[src/design/gpx_pkg.sv]
// constants, types and register map for the gpio bank pin control block
package gpx_pkg;

    localparam int LINES  = 16;
    localparam int BYTE_W = 8;
    localparam int BANKS  = 2;
    localparam int SENSE_BYTES = 4;
    localparam int LINES_PER_SENSE = 4;

    // bank index inside the [1:0][7:0] storage
    localparam logic BANK_A = 1'b0;
    localparam logic BANK_B = 1'b1;

    localparam logic [7:0] ADDR_OPEN_DRAIN_A = 8'h0B;
    localparam logic [7:0] ADDR_POLARITY_B   = 8'h0C;
    localparam logic [7:0] ADDR_POLARITY_A   = 8'h0D;
    localparam logic [7:0] ADDR_DIRECTION_B  = 8'h0E;
    localparam logic [7:0] ADDR_DIRECTION_A  = 8'h0F;
    localparam logic [7:0] ADDR_PIN_VALUE_B  = 8'h10;
    localparam logic [7:0] ADDR_PIN_VALUE_A  = 8'h11;
    localparam logic [7:0] ADDR_IRQ_MASK_B   = 8'h12;
    localparam logic [7:0] ADDR_IRQ_MASK_A   = 8'h13;
    localparam logic [7:0] ADDR_EDGE_15_12   = 8'h14;
    localparam logic [7:0] ADDR_EDGE_11_8    = 8'h15;
    localparam logic [7:0] ADDR_EDGE_7_4     = 8'h16;
    localparam logic [7:0] ADDR_EDGE_3_0     = 8'h17;
    localparam logic [7:0] ADDR_IRQ_SOURCE_B = 8'h18;
    localparam logic [7:0] ADDR_IRQ_SOURCE_A = 8'h19;
    localparam logic [7:0] ADDR_EVENT_B      = 8'h1A;
    localparam logic [7:0] ADDR_EVENT_A      = 8'h1B;

    // index of each edge register in the sense storage
    localparam logic [1:0] SENSE_IDX_3_0   = 2'h0;
    localparam logic [1:0] SENSE_IDX_7_4   = 2'h1;
    localparam logic [1:0] SENSE_IDX_11_8  = 2'h2;
    localparam logic [1:0] SENSE_IDX_15_12 = 2'h3;

    localparam logic [7:0] RESET_ZERO = 8'h00;
    localparam logic [7:0] RESET_ONES = 8'hFF;
    localparam logic [7:0] READ_UNMAPPED = 8'h00;

    typedef enum logic [1:0] {
        EDGE_NONE,
        EDGE_RISE,
        EDGE_FALL,
        EDGE_BOTH
    } gpx_edge_t;

    typedef struct packed {
        logic       write;
        logic       read;
        logic [7:0] addr;
        logic [7:0] wdata;
    } gpx_reg_req_t;

    typedef struct packed {
        logic       valid;
        logic [7:0] rdata;
    } gpx_reg_rsp_t;

    typedef struct packed {
        logic [LINES-1:0] level;
        logic [LINES-1:0] driveEnN;
    } gpx_pins_t;

    typedef struct packed {
        logic [LINES-1:0] stage1;
        logic [LINES-1:0] stage2;
    } gpx_sync_state_t;

    typedef struct packed {
        logic [BYTE_W-1:0]                      openDrainA;
        logic [BANKS-1:0][BYTE_W-1:0]           polarity;
        logic [BANKS-1:0][BYTE_W-1:0]           direction;
        logic [BANKS-1:0][BYTE_W-1:0]           pinValue;
        logic [BANKS-1:0][BYTE_W-1:0]           irqMask;
        logic [SENSE_BYTES-1:0][BYTE_W-1:0]     edgeSelect;
        logic [LINES-1:0]                       eventFlags;
        logic [LINES-1:0]                       irqSource;
        logic [LINES-1:0]                       prevLevel;
        gpx_pins_t                              pins;
        logic                                   irqOutN;
        gpx_reg_rsp_t                           rsp;
    } gpx_state_t;

endpackage

[src/design/gpx_pin_control.sv]
// gpio bank pin control: registers, pin drive, edge events and interrupt
`timescale 1ns/100ps
`default_nettype none
module gpx_pin_control (
    input  wire logic                      clk,
    input  wire logic                      reset,
    input  wire gpx_pkg::gpx_reg_req_t     regReq,
    output gpx_pkg::gpx_reg_rsp_t          regRsp,
    input  wire logic [gpx_pkg::LINES-1:0] pinIn,
    output logic      [gpx_pkg::LINES-1:0] pinOut,
    output logic      [gpx_pkg::LINES-1:0] pinOutEnN,
    output logic                           irqOutN
);

    localparam gpx_pkg::gpx_state_t STATE_RESET = '{
        openDrainA: gpx_pkg::RESET_ZERO,
        polarity:   {gpx_pkg::RESET_ZERO, gpx_pkg::RESET_ZERO},
        direction:  {gpx_pkg::RESET_ONES, gpx_pkg::RESET_ONES},
        pinValue:   {gpx_pkg::RESET_ONES, gpx_pkg::RESET_ONES},
        irqMask:    {gpx_pkg::RESET_ONES, gpx_pkg::RESET_ONES},
        edgeSelect: {gpx_pkg::RESET_ZERO, gpx_pkg::RESET_ZERO,
                     gpx_pkg::RESET_ZERO, gpx_pkg::RESET_ZERO},
        eventFlags: '0,
        irqSource:  '0,
        prevLevel:  '0,
        pins:       '{level: '0, driveEnN: '1},
        irqOutN:    1'b1,
        rsp:        '{valid: 1'b0, rdata: gpx_pkg::RESET_ZERO}
    };

    gpx_pkg::gpx_state_t           state_reg;
    gpx_pkg::gpx_state_t           state_next;
    logic [gpx_pkg::LINES-1:0]     pinSync;

    gpx_pin_sync u_sync (
        .clk     (clk),
        .reset   (reset),
        .pinIn   (pinIn),
        .pinSync (pinSync)
    );

    always_comb
    begin : next_state
        logic [gpx_pkg::LINES-1:0]               polFlat;
        logic [gpx_pkg::LINES-1:0]               dirFlat;
        logic [gpx_pkg::LINES-1:0]               valFlat;
        logic [gpx_pkg::LINES-1:0]               maskFlat;
        logic [gpx_pkg::LINES-1:0]               level;
        logic [gpx_pkg::LINES-1:0]               driveVal;
        logic [gpx_pkg::LINES-1:0]               hit;
        logic [gpx_pkg::LINES-1:0]               clearFlags;
        logic [gpx_pkg::LINES-1:0]               senseChanged;
        logic [gpx_pkg::SENSE_BYTES*gpx_pkg::BYTE_W-1:0] oldSense;
        logic [gpx_pkg::SENSE_BYTES*gpx_pkg::BYTE_W-1:0] newSense;
        logic                                    odLine;
        gpx_pkg::gpx_edge_t                      sel;
        logic [7:0]                              rdata;

        state_next   = state_reg;
        polFlat      = state_reg.polarity;
        dirFlat      = state_reg.direction;
        valFlat      = state_reg.pinValue;
        maskFlat     = state_reg.irqMask;
        level        = '0;
        driveVal     = '0;
        hit          = '0;
        clearFlags   = '0;
        senseChanged = '0;
        oldSense     = state_reg.edgeSelect;
        newSense     = state_reg.edgeSelect;
        odLine       = 1'b0;
        sel          = gpx_pkg::EDGE_NONE;
        rdata        = gpx_pkg::READ_UNMAPPED;

        // polarity-adjusted view of the synchronised pins
        level    = pinSync ^ polFlat;
        // written bit is inverted on its way to the pin where its polarity bit is set
        driveVal = valFlat ^ polFlat;

        // register writes
        if (regReq.write)
        begin
            unique case (regReq.addr)
                gpx_pkg::ADDR_OPEN_DRAIN_A:
                begin
                    state_next.openDrainA = regReq.wdata;
                end
                gpx_pkg::ADDR_POLARITY_B:
                begin
                    state_next.polarity[gpx_pkg::BANK_B] = regReq.wdata;
                end
                gpx_pkg::ADDR_POLARITY_A:
                begin
                    state_next.polarity[gpx_pkg::BANK_A] = regReq.wdata;
                end
                gpx_pkg::ADDR_DIRECTION_B:
                begin
                    state_next.direction[gpx_pkg::BANK_B] = regReq.wdata;
                end
                gpx_pkg::ADDR_DIRECTION_A:
                begin
                    state_next.direction[gpx_pkg::BANK_A] = regReq.wdata;
                end
                gpx_pkg::ADDR_PIN_VALUE_B:
                begin
                    state_next.pinValue[gpx_pkg::BANK_B] = regReq.wdata;
                end
                gpx_pkg::ADDR_PIN_VALUE_A:
                begin
                    state_next.pinValue[gpx_pkg::BANK_A] = regReq.wdata;
                end
                gpx_pkg::ADDR_IRQ_MASK_B:
                begin
                    state_next.irqMask[gpx_pkg::BANK_B] = regReq.wdata;
                end
                gpx_pkg::ADDR_IRQ_MASK_A:
                begin
                    state_next.irqMask[gpx_pkg::BANK_A] = regReq.wdata;
                end
                gpx_pkg::ADDR_EDGE_15_12:
                begin
                    state_next.edgeSelect[gpx_pkg::SENSE_IDX_15_12] =
                        regReq.wdata;
                end
                gpx_pkg::ADDR_EDGE_11_8:
                begin
                    state_next.edgeSelect[gpx_pkg::SENSE_IDX_11_8] =
                        regReq.wdata;
                end
                gpx_pkg::ADDR_EDGE_7_4:
                begin
                    state_next.edgeSelect[gpx_pkg::SENSE_IDX_7_4] =
                        regReq.wdata;
                end
                gpx_pkg::ADDR_EDGE_3_0:
                begin
                    state_next.edgeSelect[gpx_pkg::SENSE_IDX_3_0] =
                        regReq.wdata;
                end
                // source and event registers are write-one-to-clear
                gpx_pkg::ADDR_IRQ_SOURCE_B,
                gpx_pkg::ADDR_EVENT_B:
                begin
                    clearFlags[gpx_pkg::BYTE_W +: gpx_pkg::BYTE_W] =
                        regReq.wdata;
                end
                gpx_pkg::ADDR_IRQ_SOURCE_A,
                gpx_pkg::ADDR_EVENT_A:
                begin
                    clearFlags[0 +: gpx_pkg::BYTE_W] = regReq.wdata;
                end
                default:
                begin
                    // unmapped write is dropped
                end
            endcase
        end
        newSense = state_next.edgeSelect;

        // per-line edge detection, event flags and pin drive
        for (int i = 0; i < gpx_pkg::LINES; i++)
        begin
            sel = gpx_pkg::gpx_edge_t'(oldSense[2*i +: 2]);
            unique case (sel)
                gpx_pkg::EDGE_NONE:
                begin
                    hit[i] = 1'b0;
                end
                gpx_pkg::EDGE_RISE:
                begin
                    hit[i] = level[i] & ~state_reg.prevLevel[i];
                end
                gpx_pkg::EDGE_FALL:
                begin
                    hit[i] = ~level[i] & state_reg.prevLevel[i];
                end
                gpx_pkg::EDGE_BOTH:
                begin
                    hit[i] = level[i] ^ state_reg.prevLevel[i];
                end
            endcase

            // new edge field clears the line's event flag
            senseChanged[i] = |(oldSense[2*i +: 2] ^ newSense[2*i +: 2]);

            // open drain exists on bank A only
            odLine = (i < gpx_pkg::BYTE_W)
                     ? state_reg.openDrainA[i % gpx_pkg::BYTE_W]
                                           : 1'b0;
            if (!dirFlat[i])
            begin
                state_next.pins.level[i] = driveVal[i];
                // open drain floats the pin for a high level
                state_next.pins.driveEnN[i] = odLine & driveVal[i];
            end
            else
            begin
                // inputs are never driven
                state_next.pins.level[i]    = 1'b0;
                state_next.pins.driveEnN[i] = 1'b1;
            end
        end

        // set wins over clear, so no edge is lost to a clear
        state_next.eventFlags = (state_reg.eventFlags
                                 & ~clearFlags & ~senseChanged)
                                | hit;
        // only unmasked input lines reach the interrupt
        state_next.irqSource = (state_reg.irqSource & ~clearFlags)
                               | (hit & ~maskFlat & dirFlat);
        state_next.prevLevel = level;
        state_next.irqOutN   = ~|state_next.irqSource;

        // read answer one cycle after the request
        if (regReq.read)
        begin
            unique case (regReq.addr)
                gpx_pkg::ADDR_OPEN_DRAIN_A:
                begin
                    rdata = state_reg.openDrainA;
                end
                gpx_pkg::ADDR_POLARITY_B:
                begin
                    rdata = state_reg.polarity[gpx_pkg::BANK_B];
                end
                gpx_pkg::ADDR_POLARITY_A:
                begin
                    rdata = state_reg.polarity[gpx_pkg::BANK_A];
                end
                gpx_pkg::ADDR_DIRECTION_B:
                begin
                    rdata = state_reg.direction[gpx_pkg::BANK_B];
                end
                gpx_pkg::ADDR_DIRECTION_A:
                begin
                    rdata = state_reg.direction[gpx_pkg::BANK_A];
                end
                // pin level, not the written value, whatever the direction
                gpx_pkg::ADDR_PIN_VALUE_B:
                begin
                    rdata = level[gpx_pkg::BYTE_W +: gpx_pkg::BYTE_W];
                end
                gpx_pkg::ADDR_PIN_VALUE_A:
                begin
                    rdata = level[0 +: gpx_pkg::BYTE_W];
                end
                gpx_pkg::ADDR_IRQ_MASK_B:
                begin
                    rdata = state_reg.irqMask[gpx_pkg::BANK_B];
                end
                gpx_pkg::ADDR_IRQ_MASK_A:
                begin
                    rdata = state_reg.irqMask[gpx_pkg::BANK_A];
                end
                gpx_pkg::ADDR_EDGE_15_12:
                begin
                    rdata = state_reg.edgeSelect[gpx_pkg::SENSE_IDX_15_12];
                end
                gpx_pkg::ADDR_EDGE_11_8:
                begin
                    rdata = state_reg.edgeSelect[gpx_pkg::SENSE_IDX_11_8];
                end
                gpx_pkg::ADDR_EDGE_7_4:
                begin
                    rdata = state_reg.edgeSelect[gpx_pkg::SENSE_IDX_7_4];
                end
                gpx_pkg::ADDR_EDGE_3_0:
                begin
                    rdata = state_reg.edgeSelect[gpx_pkg::SENSE_IDX_3_0];
                end
                gpx_pkg::ADDR_IRQ_SOURCE_B:
                begin
                    rdata = state_reg.irqSource[gpx_pkg::BYTE_W +:
                                                gpx_pkg::BYTE_W];
                end
                gpx_pkg::ADDR_IRQ_SOURCE_A:
                begin
                    rdata = state_reg.irqSource[0 +: gpx_pkg::BYTE_W];
                end
                gpx_pkg::ADDR_EVENT_B:
                begin
                    rdata = state_reg.eventFlags[gpx_pkg::BYTE_W +:
                                                 gpx_pkg::BYTE_W];
                end
                gpx_pkg::ADDR_EVENT_A:
                begin
                    rdata = state_reg.eventFlags[0 +: gpx_pkg::BYTE_W];
                end
                default:
                begin
                    rdata = gpx_pkg::READ_UNMAPPED;
                end
            endcase
        end
        state_next.rsp.valid = regReq.read;
        state_next.rsp.rdata = regReq.read ? rdata : gpx_pkg::READ_UNMAPPED;
    end

    // reset values come from the register table
    always_ff @(posedge clk)
    begin
        if (reset)
        begin
            state_reg <= STATE_RESET;
        end
        else
        begin
            state_reg <= state_next;
        end
    end

    assign regRsp    = state_reg.rsp;
    assign pinOut    = state_reg.pins.level;
    assign pinOutEnN = state_reg.pins.driveEnN;
    assign irqOutN   = state_reg.irqOutN;

endmodule
`default_nettype wire

[src/design/gpx_pin_sync.sv]
// two flip-flop synchroniser for the sixteen pin inputs
`timescale 1ns/100ps
`default_nettype none
module gpx_pin_sync (
    input  wire logic                    clk,
    input  wire logic                    reset,
    input  wire logic [gpx_pkg::LINES-1:0] pinIn,
    output logic      [gpx_pkg::LINES-1:0] pinSync
);

    gpx_pkg::gpx_sync_state_t state_reg;
    gpx_pkg::gpx_sync_state_t state_next;

    // first stage feeds only the second stage
    always_comb
    begin
        state_next        = state_reg;
        state_next.stage1 = pinIn;
        state_next.stage2 = state_reg.stage1;
    end

    always_ff @(posedge clk)
    begin
        if (reset)
        begin
            state_reg <= '0;
        end
        else
        begin
            state_reg <= state_next;
        end
    end

    assign pinSync = state_reg.stage2;

endmodule
`default_nettype wire

[config.mk]
export PLATFORM = sky130hd
export DESIGN_NAME = gpx_pin_control
export DESIGN_NICKNAME = d
export VERILOG_FILES = /design/src/design/gpx_pkg.sv /design/src/design/gpx_pin_control.sv /design/src/design/gpx_pin_sync.sv
export SDC_FILE = /design/constraint.sdc
export NUM_CORES = 1
export LEC_CHECK = 0
export ABC_AREA = 1
export CAP_MARGIN = 20
export CORE_MARGIN = 2
export CORE_UTILIZATION = 55
export CTS_CLUSTER_DIAMETER = 200
export DETAILED_ROUTE_END_ITERATION = 8
export DONT_BUFFER_PORTS = 1
export PLACE_DENSITY = 0.77
export SETUP_SLACK_MARGIN = 0.3
export SKIP_CTS_REPAIR_TIMING = 1
export SYNTH_ARGS = -nofsm -noshare
export SYNTH_HDL_FRONTEND = slang
export SYNTH_SLANG_ARGS = --single-unit
[constraint.sdc]
create_clock -name clk -period 2.2 [get_ports clk]
set_input_delay 0.55 -clock clk [delete_from_list [all_inputs] [get_ports clk]]
set_output_delay 0.55 -clock clk [all_outputs]
set_load 0.01 [all_outputs]
==> reports/qor.txt <==
Reg power frac = 47.2%
Inserted Diodes = 0
Reg2reg end = irqOutN
Clk_lat worst skew = 0.53 ns
Worst-margin pin slew = 0.541 ns
Nets@finish = 1,530
Bufs and invs on worst path = 1
Clk pwr share = 48.9%
Total negative setup slack = 0 ns
Hold-critical path depth = 1
Sink Count = 226
Global-route wire length before repair = 56,800 µm
Req. time, crit path = 2.62 ns
CTS Buffer Depth = 3
Sw Pwr = 1.99 mW
Slew Viols, Final = 0
R2R depth = 12
Layout cells sized above 1 = 17.2%
Synth Net Count = 1,505
Clock skew = 0.0223 ns
Reg2Reg Setup Slack = 0.25 ns
Die Y-Extent = 143 µm
CORE AREA = 18,800 µm²
Max FO, Critical Path = 2
Initial core utilization = 56.6%
Cells along the critical path = xnor2_2 > inv_2 > ha_1 > or2_2 > a21boi_4 > nand3_2 > nand2_2 > nor2_1 > nand2_1 > nor2_1 > nand2_1 > nand2_1
Initial antenna violation count = 0
WL final = 38,200 µm
Hold WC Path Type = in2reg
Worst setup EP type = flip-flop
Finished Layout Cells = 1,742
DP Cell Count = 1,688
Largest net degree at the start of global routing = 138
Unrepaired setup endpoints after global routing = yes
Count of cell types in the netlist = 36
Routed vias/inst = 5.87
CTS tree = done
Clk pin slew, worst setup/hold paths = 0.07 ns
Hold Violations, Final = 0
Synth cell count leaders = 245 x nand2_1, 226 x dfxtp_1, 201 x inv_1
Crit path top cell by count = nand2_1
CP delay by family, top = simple AND/OR/NAND/NOR gates
Overall routing resource usage = 37.4%
Post-layout min period = 1.95 ns
Post-Synthesis Cells = 1,439
Max-cap violations = 0
Fin crit share = 88.8%
Peak VDD IR = 848 µV
Critical path launch point type = flip-flop
Fillers = 1,676
Root Buffer = clkbuf_16
R2R Path Start = u_sync.pinSync[10]
Vias = 10,200
Max reg flops = 56
Register area share after synthesis = 42.5%
Layout area overhead = 16.4%
Initial drt markers = 1,125
Switching share of power = 22.6%
Asr flop ratio synth = 0%
Slowest cell delay on critical path = 0.33 ns
Cell with the most instances after synthesis = nand2_1
Logic gate share of total power = 3.9%
# rows = 50
Synth area leaders = dfxtp_1 42%, nand2_1 8.6%, inv_1 7.1%, nor2_1 6.2%, nand3_1 5.8%
Die X = 143 µm
Ys flop type = dfxtp_1
Yosys top cell area share = 42.5%
Fmax = 512 MHz
Die area = 20,500 µm²
CP Class = reg2reg
Setup violators final = 0
Worst Hold End = state_reg[45]
WL/cell = 22.0 µm
# port buffers = 0
Length of the first detailed-routing pass in iterations = 7
Post-synth top area cell = dfxtp_1
Relative slew margins = 63.9%
Detailed placement HPWL = 28,500 µm
Worst Min Path Start = reset
Post-synth EDFFs = 0
Avg Cell Area, Syn = 7.40 µm²
Outcome = finished, final reports clean
H-tree depth = 1
DRC errors left = 0
#FFs+latches synth = 226
Crit path max-delay cell type = or2_2
Placer Congestion = 1.07
Pwr Density = 710 nW/µm²
Critical Path AT = 2.37 ns
Synthesis warning total = 0
Vias in the first global route = 9,493
Leakage = 5.40 nW
Internal power = 6.81 mW
Synth Cell Area = 10,600 µm²
Global route overflow = 0
Num ports = 78
Final ANT Viol Nets = 0
Number of buffers created by CTS = 25
[metal layers]
| metal | up-vias | routed length [µm] | GRT usage [%] |
|---|---|---|---|
| li1 | 4713 | - | - |
| met1 | 4799 | 15800 | 51.6 |
| met2 | 595 | 16500 | 56.2 |
| met3 | 123 | 3760 | 6.71 |
| met4 | 0 | 2160 | 18.3 |
| met5 | - | 0 | 0 |
[final cells by class]
class / instances / area [µm²] / share of cell area, %
Sequential cell: 226 / 4560 / 36.8
Inverter: 208 / 781 / 6.30
Timing Repair Buffer: 88 / 731 / 5.89
Clock buffer: 33 / 696 / 5.61
Clock inverter: 12 / 145 / 1.17
Multi-Input combinational cell: 915 / 5160 / 41.6
Tap cell: 260 / 325 / 2.62
[worst register-to-register path: cells and delay by family, from the launching register on]
| family | cells | cell delay (ns) |
|---|---|---|
| buffers and inverters | 1 | 0.06 |
| adders and majority gates | 1 | 0.27 |
| and+or+nand+nor | 8 | 0.81 |
| xor gates and xnor gates | 1 | 0.20 |
| DFF | 1 | 0.32 |
| AOI/OAI and AO/OA | 1 | 0.20 |
[worst max path at each step]
stage	startpoint	cells after the start	endpoint
2_1_floorplan	next_state.polFlat[14]	12	irqOutN
3_3_place_gp	next_state.polFlat[10]	12	irqOutN
3_5_place_dp	next_state.polFlat[10]	12	irqOutN
4_1_cts	next_state.polFlat[10]	12	irqOutN
5_1_grt	u_sync.pinSync[10]	12	irqOutN
6_report	u_sync.pinSync[10]	12	irqOutN
[power groups by stage]
stage / logic (mW) / clock network [mW] / registers (mW)
6_report: 0.340 / 4.31 / 4.16
5_1_grt: 0.362 / 4.49 / 4.16
2_1_floorplan: 0.223 / 0 / 4.24
4_1_cts: 0.313 / 4.32 / 4.15
3_5_place_dp: 0.311 / 0 / 4.24
3_3_place_gp: 0.309 / 0 / 4.24
[through the flow]
step	utilization [%]	area (µm²)	hold WS, ns	power [mW]	setup WS (ns)
floorplan	-	10700	0.388	4.46	0.302
global placement	59.0	11100	0.389	4.55	-0.165
detailed placement	59.0	11100	0.396	4.56	-0.149
CTS	63.4	11900	0.0816	8.79	-0.149
global route	65.8	12400	0.0846	9.01	0.193
finish	65.8	12400	0.0854	8.80	0.246
[cells by family (layout without fill, tap and decap cells)]
family | Yosys count | after routing | share of synthesized area, %
AO/OA/AOI/OAI | 259 | 259 | 15.1
XOR/XNOR | 24 | 24 | 1.97
adder cells (fa/ha/maj) | 30 | 30 | 3.52
buffers and inverters | 298 | 341 | 12.3
flip-flops | 226 | 226 | 42.5
AND/OR/NAND/NOR | 602 | 602 | 24.6
[placed cells by master, fill, tap and decap left out, types with 5 or more instances in the layout]
master | synthesis | routed
dfxtp_2 | 0 | 18
nand2_2 | 11 | 16
clkbuf_16 | 0 | 25
a21boi_2 | 0 | 8
o211ai_1 | 10 | 10
or2_4 | 0 | 6
a211oi_1 | 17 | 17
inv_1 | 201 | 195
inv_2 | 5 | 11
nor2_1 | 176 | 171
a21oi_1 | 95 | 92
dfxtp_1 | 226 | 205
buf_12 | 0 | 5
nand3_1 | 124 | 114
or2_2 | 13 | 7
nor2_2 | 5 | 10
o22ai_1 | 38 | 38
o21ai_1 | 5 | 6
o221ai_1 | 39 | 39
nand2_1 | 245 | 240
buf_4 | 44 | 81
xnor2_1 | 20 | 8
xnor2_2 | 0 | 11
o21ai_0 | 34 | 33
nor2_4 | 6 | 6
clkinv_2 | 0 | 6
nand3_2 | 3 | 12
nor3_1 | 8 | 8
ha_1 | 30 | 29
a22oi_1 | 9 | 9
(Power assumes the default switching activity.)
